<file path="src/rtl/scw_regs.vh">
`ifndef SCW_REGS_VH
`define SCW_REGS_VH
`define SCW_PTR_PORT       8'hee
`define SCW_DATA_PORT      8'hef
`define SCW_IDX_WAIT       8'h00
`define SCW_IDX_MWB        8'h01
`define SCW_IDX_CSB        8'h02
`define SCW_IDX_MISC       8'h03
`define SCW_RST_PTR        8'h00
`define SCW_RST_WAIT       8'h00
`define SCW_RST_MWB        8'hf0
`define SCW_RST_CSB        8'h0f
`define SCW_RST_MISC       8'h01
`define SCW_WC_MEM_HI      7
`define SCW_WC_MEM_LO      6
`define SCW_WC_IO_HI       5
`define SCW_WC_IO_LO       4
`define SCW_WC_DC_HI       3
`define SCW_WC_DC_LO       2
`define SCW_WC_VEC         1
`define SCW_WC_OPF         0
`define SCW_MC_CS0_EN      0
`define SCW_MC_CS1_EN      1
`define SCW_MC_RST_DIS     2
`define SCW_MC_CLK_DIV1    4
`define SCW_MC_WR_MASK     8'h1f
`define SCW_IO_TMR_BASE    8'h10
`define SCW_IO_TMR_MASK    8'hfc
`define SCW_IO_SER_BASE    8'h18
`define SCW_IO_SER_MASK    8'hf8
`define SCW_IO_WDT_MASTER  8'hf0
`define SCW_IO_WDT_CMD     8'hf1
`define SCW_IO_INT_PRIO    8'hf4
`define SCW_OP_PREFIX      8'hed
`define SCW_OP_RETURN      8'h4d
`define SCW_CLK_KHZ        125000
`define SCW_POR_MIN_MS     25
`define SCW_POR_MAX_MS     75
`define SCW_POR_CYCLES     (`SCW_POR_MIN_MS * `SCW_CLK_KHZ)
`define SCW_STRETCH_CYCLES 5'd16
`define SCW_EXT_MIN_CYCLES 3
`endif

</file>
<file path="src/rtl/scw_top.v">
// Functional notes
// - Drive reset pin low, open drain, 25 to 75 ms after power-up.
// - After power-on period release reset pin; external pull-up restores high.
// - External reset fall with output enabled: drive reset low 16 cycles.
// - External wait looked at only after internal waits, except daisy wait.
// - Insert zero to three programmed wait states into memory accesses.
// - Optional extra wait state during opcode fetch cycles.
// - Programmed memory waits only inside the memory wait address range; fetch wait anywhere.
// - Range is low nibble up to high nibble; reset covers all addresses.
// - Insert 0, 2, 4 or 6 wait states into I/O accesses.
// - No I/O waits for on-chip peripheral addresses.
// - Optional one vector wait after I/O strobe in interrupt acknowledge.
// - 0, 2, 4 or 6 daisy waits between fetch marker and I/O strobe.
// - Daisy setting 4 or 6: return sequence gets 2 or 4 waits.
// - If opcode after prefix is not the return opcode, insert one wait.
// - Each chip select compares its 4-bit bound with upper address nibble.
// - Low bank select when nibble at most chip select low bound.
// - Upper bank select when above low bound, at most high bound.
// - Separate enables; low bank enabled with bound F at power-up.
// - Upper bank select disabled at power-up; its bound ignored.
// - Registers reached via pointer port EEh, then data port EFh.
// - Index 00 wait control, 01 memory bounds, 02 cs bounds, 03 misc.
`timescale 1ns/100ps
`include "scw_regs.vh"
module scw_top #(
  parameter POR_CYCLES = `SCW_POR_CYCLES,
  parameter POR_CNT_W  = 22
) (
  input  wire        clk_sys_i,
  input  wire        rst_n_i,
  input  wire [15:0] cpu_addr_i,
  input  wire [7:0]  cpu_data_i,
  input  wire        cpu_mreq_n_i,
  input  wire        io_request_strobe_n_i,
  input  wire        cpu_rd_n_i,
  input  wire        cpu_wr_n_i,
  input  wire        opcode_fetch_marker_n_i,
  input  wire        ext_wait_n_i,
  input  wire        reset_pin_i,
  output wire        reset_pin_o,
  output wire        reset_pin_oe_o,
  output wire        cpu_reset_n_o,
  output wire        cpu_wait_n_o,
  output reg  [7:0]  io_rdata_o,
  output wire        io_rdata_en_o,
  output wire        low_bank_select_n_o,
  output wire        upper_bank_select_n_o,
  output wire        clock_div1_o
);
  localparam [2:0] ST_IDLE  = 3'd0;
  localparam [2:0] ST_MEM   = 3'd1;
  localparam [2:0] ST_IO    = 3'd2;
  localparam [2:0] ST_DAISY = 3'd3;
  localparam [2:0] ST_VECT  = 3'd4;

  reg        rst_s1_q;
  reg        rst_s2_q;
  reg        ewait_s1_q;
  reg        ewait_s2_q;
  reg        mreq_l_q;
  reg        io_request_strobe_l_q;
  reg        m1_l_q;
  reg        wr_l_q;
  reg  [7:0] ptr_q;
  reg  [7:0] wait_ctl_q;
  reg  [7:0] mwb_q;
  reg  [7:0] csb_q;
  reg  [7:0] misc_q;
  reg  [2:0] st_q;
  reg  [2:0] st_d;
  reg  [3:0] cnt_q;
  reg  [3:0] cnt_d;
  reg  [7:0] op_q;
  reg        ed_seen_q;
  reg        ret_chk_q;
  reg        ret_chk_d;
  reg  [7:0] rd_mux;

  wire       rst_n_s = rst_s2_q;
  wire       mreq_l  = ~cpu_mreq_n_i;
  wire       io_request_strobe_l  = ~io_request_strobe_n_i;
  wire       m1_l    = ~opcode_fetch_marker_n_i;
  wire       rd_l    = ~cpu_rd_n_i;
  wire       wr_l    = ~cpu_wr_n_i;
  wire       mreq_fall = mreq_l & ~mreq_l_q;
  wire       io_request_strobe_fall = io_request_strobe_l & ~io_request_strobe_l_q;
  wire       m1_fall   = m1_l & ~m1_l_q;
  wire       m1_rise   = ~m1_l & m1_l_q;
  wire [3:0] nib       = cpu_addr_i[15:12];
  wire [7:0] io_addr   = cpu_addr_i[7:0];
  wire       io_acc    = io_request_strobe_l & ~m1_l;
  wire       wr_ev     = io_acc & wr_l & ~wr_l_q;
  wire       hit_ptr   = (io_addr == `SCW_PTR_PORT);
  wire       hit_data  = (io_addr == `SCW_DATA_PORT);
  wire [1:0] mem_field = wait_ctl_q[`SCW_WC_MEM_HI:`SCW_WC_MEM_LO];
  wire [1:0] io_field  = wait_ctl_q[`SCW_WC_IO_HI:`SCW_WC_IO_LO];
  wire [1:0] dc_field  = wait_ctl_q[`SCW_WC_DC_HI:`SCW_WC_DC_LO];
  wire       mem_in_range;
  wire       ext_ok;

  // Wait states of 0, 2, 4 or 6 from a two-bit field
  function [3:0] dbl_wait;
    input [1:0] f;
    begin
      dbl_wait = {1'b0, f, 1'b0};
    end
  endfunction

  function is_onchip;
    input [7:0] a;
    begin
      is_onchip = ((a & `SCW_IO_TMR_MASK) == `SCW_IO_TMR_BASE) |
                  ((a & `SCW_IO_SER_MASK) == `SCW_IO_SER_BASE) |
                  (a == `SCW_IO_WDT_MASTER) |
                  (a == `SCW_IO_WDT_CMD) |
                  (a == `SCW_IO_INT_PRIO) |
                  (a == `SCW_PTR_PORT) |
                  (a == `SCW_DATA_PORT);
    end
  endfunction

  always @(posedge clk_sys_i or negedge rst_n_i) begin
    if (!rst_n_i) begin
      rst_s1_q <= 1'b0;
      rst_s2_q <= 1'b0;
    end else begin
      rst_s1_q <= 1'b1;
      rst_s2_q <= rst_s1_q;
    end
  end

  scw_reset_ctl #(
    .POR_CYCLES (POR_CYCLES),
    .CNT_W      (POR_CNT_W)
  ) u_reset (
    .clk_sys_i      (clk_sys_i),
    .rst_n_i        (rst_n_s),
    .out_disable_i  (misc_q[`SCW_MC_RST_DIS]),
    .reset_pin_i    (reset_pin_i),
    .reset_pin_o    (reset_pin_o),
    .reset_pin_oe_o (reset_pin_oe_o),
    .cpu_reset_n_o  (cpu_reset_n_o)
  );

  scw_chip_select u_cs (
    .clk_sys_i              (clk_sys_i),
    .rst_n_i                (rst_n_s),
    .upper_address_nibble_i (nib),
    .bounds_i               (csb_q),
    .low_en_i               (misc_q[`SCW_MC_CS0_EN]),
    .up_en_i                (misc_q[`SCW_MC_CS1_EN]),
    .low_bank_select_n_o    (low_bank_select_n_o),
    .upper_bank_select_n_o  (upper_bank_select_n_o)
  );

  // Bus strobes share this clock; only the wait pin needs a synchroniser
  always @(posedge clk_sys_i or negedge rst_n_s) begin
    if (!rst_n_s) begin
      ewait_s1_q <= 1'b1;
      ewait_s2_q <= 1'b1;
      mreq_l_q   <= 1'b0;
      io_request_strobe_l_q   <= 1'b0;
      m1_l_q     <= 1'b0;
      wr_l_q     <= 1'b0;
    end else begin
      ewait_s1_q <= ext_wait_n_i;
      ewait_s2_q <= ewait_s1_q;
      mreq_l_q   <= mreq_l;
      io_request_strobe_l_q   <= io_request_strobe_l;
      m1_l_q     <= m1_l;
      wr_l_q     <= wr_l;
    end
  end

  // Control registers behind the pointer and data ports
  always @(posedge clk_sys_i or negedge rst_n_s) begin
    if (!rst_n_s) begin
      ptr_q      <= `SCW_RST_PTR;
      wait_ctl_q <= `SCW_RST_WAIT;
      mwb_q      <= `SCW_RST_MWB;
      csb_q      <= `SCW_RST_CSB;
      misc_q     <= `SCW_RST_MISC;
    end else if (wr_ev) begin
      if (hit_ptr)
        ptr_q <= cpu_data_i;
      if (hit_data) begin
        case (ptr_q)
          `SCW_IDX_WAIT: wait_ctl_q <= cpu_data_i;
          `SCW_IDX_MWB:  mwb_q      <= cpu_data_i;
          `SCW_IDX_CSB:  csb_q      <= cpu_data_i;
          `SCW_IDX_MISC: misc_q     <= cpu_data_i & `SCW_MC_WR_MASK;
          default: ;
        endcase
      end
    end
  end

  always @* begin
    rd_mux = 8'h00;
    if (hit_ptr)
      rd_mux = ptr_q;
    else begin
      case (ptr_q)
        `SCW_IDX_WAIT: rd_mux = wait_ctl_q;
        `SCW_IDX_MWB:  rd_mux = mwb_q;
        `SCW_IDX_CSB:  rd_mux = csb_q;
        `SCW_IDX_MISC: rd_mux = misc_q;
        default:       rd_mux = 8'h00;
      endcase
    end
  end

  always @(posedge clk_sys_i or negedge rst_n_s) begin
    if (!rst_n_s)
      io_rdata_o <= 8'h00;
    else if (io_acc && rd_l && (hit_ptr || hit_data))
      io_rdata_o <= rd_mux;
  end

  assign io_rdata_en_o = io_acc & rd_l & (hit_ptr | hit_data);
  assign clock_div1_o  = misc_q[`SCW_MC_CLK_DIV1];

  assign mem_in_range = (nib <= mwb_q[7:4]) & (nib >= mwb_q[3:0]);

  // Wait sequencer: one state per kind of bus cycle
  always @* begin
    st_d      = st_q;
    cnt_d     = (cnt_q != 4'h0) ? cnt_q - 4'h1 : 4'h0;
    ret_chk_d = ret_chk_q;
    case (st_q)
      ST_IDLE: begin
        if (mreq_fall) begin
          st_d  = ST_MEM;
          cnt_d = (mem_in_range ? {2'b00, mem_field} : 4'h0) +
                  {3'b000, m1_l & wait_ctl_q[`SCW_WC_OPF]};
          ret_chk_d = m1_l & ed_seen_q & dc_field[1];
        end else if (m1_fall) begin
          st_d  = ST_DAISY;
          cnt_d = dbl_wait(dc_field);
        end else if (io_request_strobe_fall) begin
          st_d  = ST_IO;
          cnt_d = is_onchip(io_addr) ? 4'h0 : dbl_wait(io_field);
        end
      end
      ST_MEM: begin
        // Opcode data is taken once the programmed waits have run out;
        // that examining cycle is itself the first added wait
        if (cnt_q == 4'h0 && ret_chk_q) begin
          ret_chk_d = 1'b0;
          if (cpu_data_i == `SCW_OP_RETURN)
            cnt_d = (dc_field == 2'd3) ? 4'h3 : 4'h1;
          else
            cnt_d = 4'h0;
        end else if (!mreq_l && !m1_l) begin
          st_d      = ST_IDLE;
          ret_chk_d = 1'b0;
        end
      end
      ST_IO: begin
        if (!io_request_strobe_l)
          st_d = ST_IDLE;
      end
      ST_DAISY: begin
        if (io_request_strobe_fall) begin
          st_d  = ST_VECT;
          cnt_d = {3'b000, wait_ctl_q[`SCW_WC_VEC]};
        end else if (!m1_l) begin
          st_d = ST_IDLE;
        end
      end
      ST_VECT: begin
        if (!io_request_strobe_l && !m1_l)
          st_d = ST_IDLE;
      end
      default: begin
        st_d  = ST_IDLE;
        cnt_d = 4'h0;
      end
    endcase
  end

  always @(posedge clk_sys_i or negedge rst_n_s) begin
    if (!rst_n_s) begin
      st_q      <= ST_IDLE;
      cnt_q     <= 4'h0;
      ret_chk_q <= 1'b0;
      op_q      <= 8'h00;
      ed_seen_q <= 1'b0;
    end else begin
      st_q      <= st_d;
      cnt_q     <= cnt_d;
      ret_chk_q <= ret_chk_d;
      if (st_q == ST_MEM && m1_l && rd_l)
        op_q <= cpu_data_i;
      // A prefix is remembered only across one opcode fetch
      if (m1_rise)
        ed_seen_q <= (st_q == ST_MEM) && (op_q == `SCW_OP_PREFIX);
    end
  end

  // Outside the daisy phase the wait pin counts only after the count ends
  assign ext_ok = ((st_q != ST_IDLE) & (cnt_q == 4'h0) & ~ret_chk_q) |
                  (st_q == ST_DAISY);
  // A pending opcode check holds the wait so the cycle cannot end unseen
  assign cpu_wait_n_o = ~((cnt_q != 4'h0) | ret_chk_q | (ext_ok & ~ewait_s2_q));

endmodule // scw_top

</file>
<file path="src/rtl/scw_reset_ctl.v">
`timescale 1ns/100ps
`include "scw_regs.vh"
module scw_reset_ctl #(
  parameter POR_CYCLES = `SCW_POR_CYCLES,
  parameter CNT_W      = 22
) (
  input  wire clk_sys_i,
  input  wire rst_n_i,
  input  wire out_disable_i,
  input  wire reset_pin_i,
  output wire reset_pin_o,
  output wire reset_pin_oe_o,
  output reg  cpu_reset_n_o
);
  reg [CNT_W-1:0] por_cnt_q;
  reg [4:0]       str_cnt_q;
  reg             pin_s1_q;
  reg             pin_s2_q;
  reg             pin_prev_q;
  reg             drive_q;
  wire            por_busy = (por_cnt_q != {CNT_W{1'b0}});
  wire            pin_fall = pin_prev_q & ~pin_s2_q & ~drive_q;
  always @(posedge clk_sys_i or negedge rst_n_i) begin
    if (!rst_n_i) begin
      por_cnt_q     <= POR_CYCLES[CNT_W-1:0];
      str_cnt_q     <= 5'h00;
      pin_s1_q      <= 1'b0;
      pin_s2_q      <= 1'b0;
      pin_prev_q    <= 1'b0;
      drive_q       <= 1'b1;
      cpu_reset_n_o <= 1'b0;
    end else begin
      pin_s1_q   <= reset_pin_i;
      pin_s2_q   <= pin_s1_q;
      pin_prev_q <= pin_s2_q;
      if (por_busy)
        por_cnt_q <= por_cnt_q - {{(CNT_W-1){1'b0}}, 1'b1};
      // Only a fresh edge re-arms the stretch, so a held pin cannot lock up
      if (!por_busy && pin_fall && !out_disable_i)
        str_cnt_q <= `SCW_STRETCH_CYCLES;
      else if (str_cnt_q != 5'h00)
        str_cnt_q <= str_cnt_q - 5'h01;
      drive_q       <= por_busy | (str_cnt_q > 5'h01) |
                       (!por_busy && pin_fall && !out_disable_i);
      cpu_reset_n_o <= ~drive_q & pin_s2_q;
    end
  end
  assign reset_pin_o    = 1'b0;
  assign reset_pin_oe_o = drive_q;
endmodule // scw_reset_ctl

</file>
<file path="src/rtl/scw_chip_select.v">
`timescale 1ns/100ps
module scw_chip_select (
  input  wire       clk_sys_i,
  input  wire       rst_n_i,
  input  wire [3:0] upper_address_nibble_i,
  input  wire [7:0] bounds_i,
  input  wire       low_en_i,
  input  wire       up_en_i,
  output reg        low_bank_select_n_o,
  output reg        upper_bank_select_n_o
);
  wire [3:0] nib     = upper_address_nibble_i;
  wire       low_hit = (nib <= bounds_i[3:0]);
  wire       up_hit  = (nib > bounds_i[3:0]) & (nib <= bounds_i[7:4]);
  always @(posedge clk_sys_i or negedge rst_n_i) begin
    if (!rst_n_i) begin
      low_bank_select_n_o   <= 1'b1;
      upper_bank_select_n_o <= 1'b1;
    end else begin
      low_bank_select_n_o   <= ~(low_en_i & low_hit);
      upper_bank_select_n_o <= ~(up_en_i & up_hit);
    end
  end
endmodule // scw_chip_select

</file>
<file path="config.mk">
export PLATFORM = sky130hd
export DESIGN_NAME = scw_top
export DESIGN_NICKNAME = d
export VERILOG_FILES = /design/src/rtl/scw_top.v /design/src/rtl/scw_reset_ctl.v /design/src/rtl/scw_chip_select.v
export VERILOG_INCLUDE_DIRS = /design/src /design/src/rtl
export SDC_FILE = /design/constraint.sdc
export NUM_CORES = 1
export LEC_CHECK = 0
export BUFFER_PORTS_ARGS = -buffer_cell sky130_fd_sc_hd__buf_4
export CAP_MARGIN = 30
export CORE_ASPECT_RATIO = 0.8
export CORE_MARGIN = 3
export CORE_UTILIZATION = 42
export DETAILED_ROUTE_END_ITERATION = 8
export GPL_ROUTABILITY_DRIVEN = 0
export HOLD_SLACK_MARGIN = 0.05
export MAX_ROUTING_LAYER = met4
export SYNTH_ARGS = -nofsm -noshare
export SYNTH_HDL_FRONTEND = slang
export SYNTH_HIERARCHICAL = 1
export SYNTH_SLANG_ARGS = --single-unit
</file>
<file path="constraint.sdc">
create_clock -name clk_sys_i -period 3.4 [get_ports clk_sys_i]
set_input_delay 0 -clock clk_sys_i [delete_from_list [all_inputs] [get_ports clk_sys_i]]
set_output_delay 0 -clock clk_sys_i [all_outputs]
set_load 0.01 [all_outputs]
</file>
==> qor.tcl <==
set qor(vdd.ir_drop.worst_uv) 423
set qor(postLayoutSetupSlackWorst_ns) 0.591
set qor(cellLeakagePower_nw) 2.81
set qor(port-buffer-count) 43
set qor(overflow) 0
set qor(worstSetupStartpointType) {register}
set qor(postRouteWirelength_um) 12100
set qor(timing.max_cap.violations) 0
set qor(fin_area_um2) 6310
set qor(io_pins) 49
set qor(ys_types) 65
set qor(timing.final.max_slew_violations) 0
set qor(core_um2) 12300
set qor(p_total_mw) 3.17
set qor(area.growth.synth_to_final_pct) 18.2
set qor(post_synth_instance_area_um2) 5340
set qor(start_util) 0.434
set qor(power-per-cell-area_nw_per_um2) 502
set qor(final-instance-count-excl-fill) 716
set qor(rsz0062_at_grt) {no}
set qor(grt_usage) 0.184
set qor(routed-via-count) 3951
set qor(holdCritStartpoint) {cpu_addr_i[0]}
set qor(post-dp-hpwl_um) 8730
set qor(beginning_of_the_critical_path) {mwb_q[5]$_DFFE_PN1P_}
set qor(tritoncts_clock_tree) {built}
set qor(critPathSlowestCell) {dfstp_2}
set qor(fillers) 1100
set qor(layout_min_cycle_time_ns) 2.81
set qor(crit-reg2reg-launch) {mwb_q[5]$_DFFE_PN1P_}
set qor(clk-insertion-delay-late_ns) 0.34
set qor(synth_seq_area_share) 0.493
set qor(drive_gt1_frac) 0.279
set qor(chip_width_um) 132
set qor(timing.critical_path.fanout_max) 3
set qor(htreeDepth) 3
set qor(syn-mean-instance-area_um2) 11.1
set qor(die_height_um) 107
set qor(layout_commonest_cell) {dfrtp_1}
set qor(async_flop_share) 1.00
set qor(grt_pass1_vias) 4021
set qor(drc) 0
set qor(insertedDiodeCount) 0
set qor(clock_path_buffers) 2
set qor(synth.top_cell.area_share) 0.365
set qor(synth-main-ff-cell) {dfrtp_1}
set qor(path_cells) {inv_1 > ha_1 > nor2b_1 > o21a_1 > o21a_1 > o21a_1 > nor2_1 > ha_1 > ha_1 > o22a_1 > and3_1 > o21ai_0 > nand3_1}
set qor(syn_inst) 481
set qor(timing_worst_setup_path_type) {register to register}
set qor(routed_via_density) 5.52
set qor(yosys_warnings) 6
set qor(period_utilization) 0.826
set qor(layout.nets) 596
set qor(grt_antenna_before_repair) 0
set qor(worst_hold_slack_ns) 0.0605
set qor(placementRows) 36
set qor(pin_count_of_the_biggest_net_entering_global_routing) 70
set qor(drtIter0Drc) 232
set qor(worst_pin_slew_ns) 0.901
set qor(postRouteAntennaNets) 0
set qor(cts_buffers) 9
set qor(synth_edf_count) 0
set qor(postcts_resize_cnt) 0
set qor(final_core_util) 0.513
set qor(wire_per_inst_um) 16.9
set qor(detail_route.first_pass.iterations) 4
set qor(fin_worst_skew_ns) 0.00477
set qor(synth-seq-cells) 104
set qor(wl_met1_um) 5960
set qor(slew_headroom) 0.399
set qor(worst_setup_hold_path_clk_slew_ns) 0.07
set qor(dr_wl_met3_um) 612
set qor(synthTopCellsByArea) {dfrtp_1 37%, dfstp_2 13%, mux2_2 9.5%}
set qor(setup.worst_path.end_class) {register}
set qor(crit_arrival_ns) 3.03
set qor(setup_viol) 0
set qor(worstHoldPathType) {primary input to register}
set qor(global_route_wire_length_before_repair_um) 20400
set qor(dp.cells) 684
set qor(syn_nets) 537
set qor(highest_layer) {met4}
set qor(outcome) {completed}
set qor(cell_type_with_the_highest_aggregate_area_in_the_netlist) {dfrtp_1}
set qor(fmax_ghz) 0.356
set qor(wl_met2_um) 5320
set qor(critical_path_required_ns) 3.62
set qor(root_buffer) {clkbuf_16}
set qor(mostFrequentLayoutCells) {77 x dfrtp_1, 46 x buf_4, 45 x mux2_2}
set qor(worst_path_largest_cell_delay_ns) 0.55
set qor(report.final.hold_viol_count) 0
set qor(fin_tns_setup_ns) 0
set qor(dp_slack_ns) 0.589
set qor(die-area_um2) 14100
set qor(cts.sink_count) 104
set qor(placed_area_um2) 5860
## per-layer routing
metal  up-vias  GRT usage
li1       1862          -
met4         0     0.0600
met5         -          -
met3        17     0.0389
met2       109      0.265
met1      1963      0.260
## synth_stat cells (7+ instances only)
master / n
dfrtp_1: 78
mux2_2: 45
nor2_1: 40
inv_1: 31
nand2_1: 30
dfstp_2: 26
ha_1: 23
o21ai_0: 17
nor3_1: 15
xnor2_1: 13
nand3_1: 12
nor4_1: 12
clkbuf_1: 11
a21oi_1: 10
a31oi_1: 7
nor2b_1: 7
## registers in the layout, indices dropped and copies added (netlist names), 5 cells and up
name	count
csb_q	8
io_rdata_o	8
misc_q	5
mwb_q	8
op_q	8
ptr_q	8
u_reset/por_cnt_q	22
u_reset/str_cnt_q	5
wait_ctl_q	8
## what timing repair did
action                    in CTS  in global routing
hold endpoints to repair      55                  0
hold buffers                  16                  0
setup buffers                  0                  0
## cell type report
cell class                      count  area (um2)  share of cell area
Inverter                           31         116              0.0184
Clock buffer                       10         239              0.0379
Multi-Input combinational cell    331        2530               0.400
Clock inverter                      6        52.6             0.00833
Tap cell                          171         214              0.0339
Sequential cell                   104        2640               0.418
Timing Repair Buffer               63         526              0.0833
## final timing paths
path / end / slack (ns) / cells after the start
worst max-delay path: cnt_q[1]$_DFF_PN0_ / 0.59 / 13
max in group asynchronous: mwb_q[5]$_DFFE_PN1P_ / 2.20 / 1
worst max register to register: cnt_q[1]$_DFF_PN0_ / 0.59 / 13
worst min register to register: rst_n_s$_DFF_PN0_ / 0.35 / 0
min in group asynchronous: u_reset/por_cnt_q[12]$_DFFE_PN0P_ / 0.46 / 0
worst min-delay path: io_rdata_o[5]$_DFFE_PN0P_ / 0.06 / 4
## power by group
part / internal, mW / total [mW] / switching [mW]
registers: 1.38 / 1.50 / 0.125
clock network: 0.529 / 1.01 / 0.482
logic: 0.326 / 0.658 / 0.332
total: 2.23 / 3.17 / 0.939
## kinds of logic after synthesis
kind of cell / Yosys count / share of synthesized area
adder cells (fa/ha/maj): 23 / 0.0539
multiplexers: 54 / 0.123
XOR/XNOR: 19 / 0.0312
AO/OA/AOI/OAI: 72 / 0.0925
flip-flops: 104 / 0.493
other: 2 / 0.00141
AND/OR/NAND/NOR: 161 / 0.169
buffers and inverters: 46 / 0.0349
## worst max-delay path, delay by kind of cell (launching register included)
kind                     cells  cell delay [ns]
AO/OA/AOI/OAI                5             0.85
adder cells (fa/ha/maj)      3             0.69
buffers and inverters        1             0.05
flip-flops                   1             0.55
AND/OR/NAND/NOR              4             0.54
No activity file was read; power rests on OpenSTA's default activity.
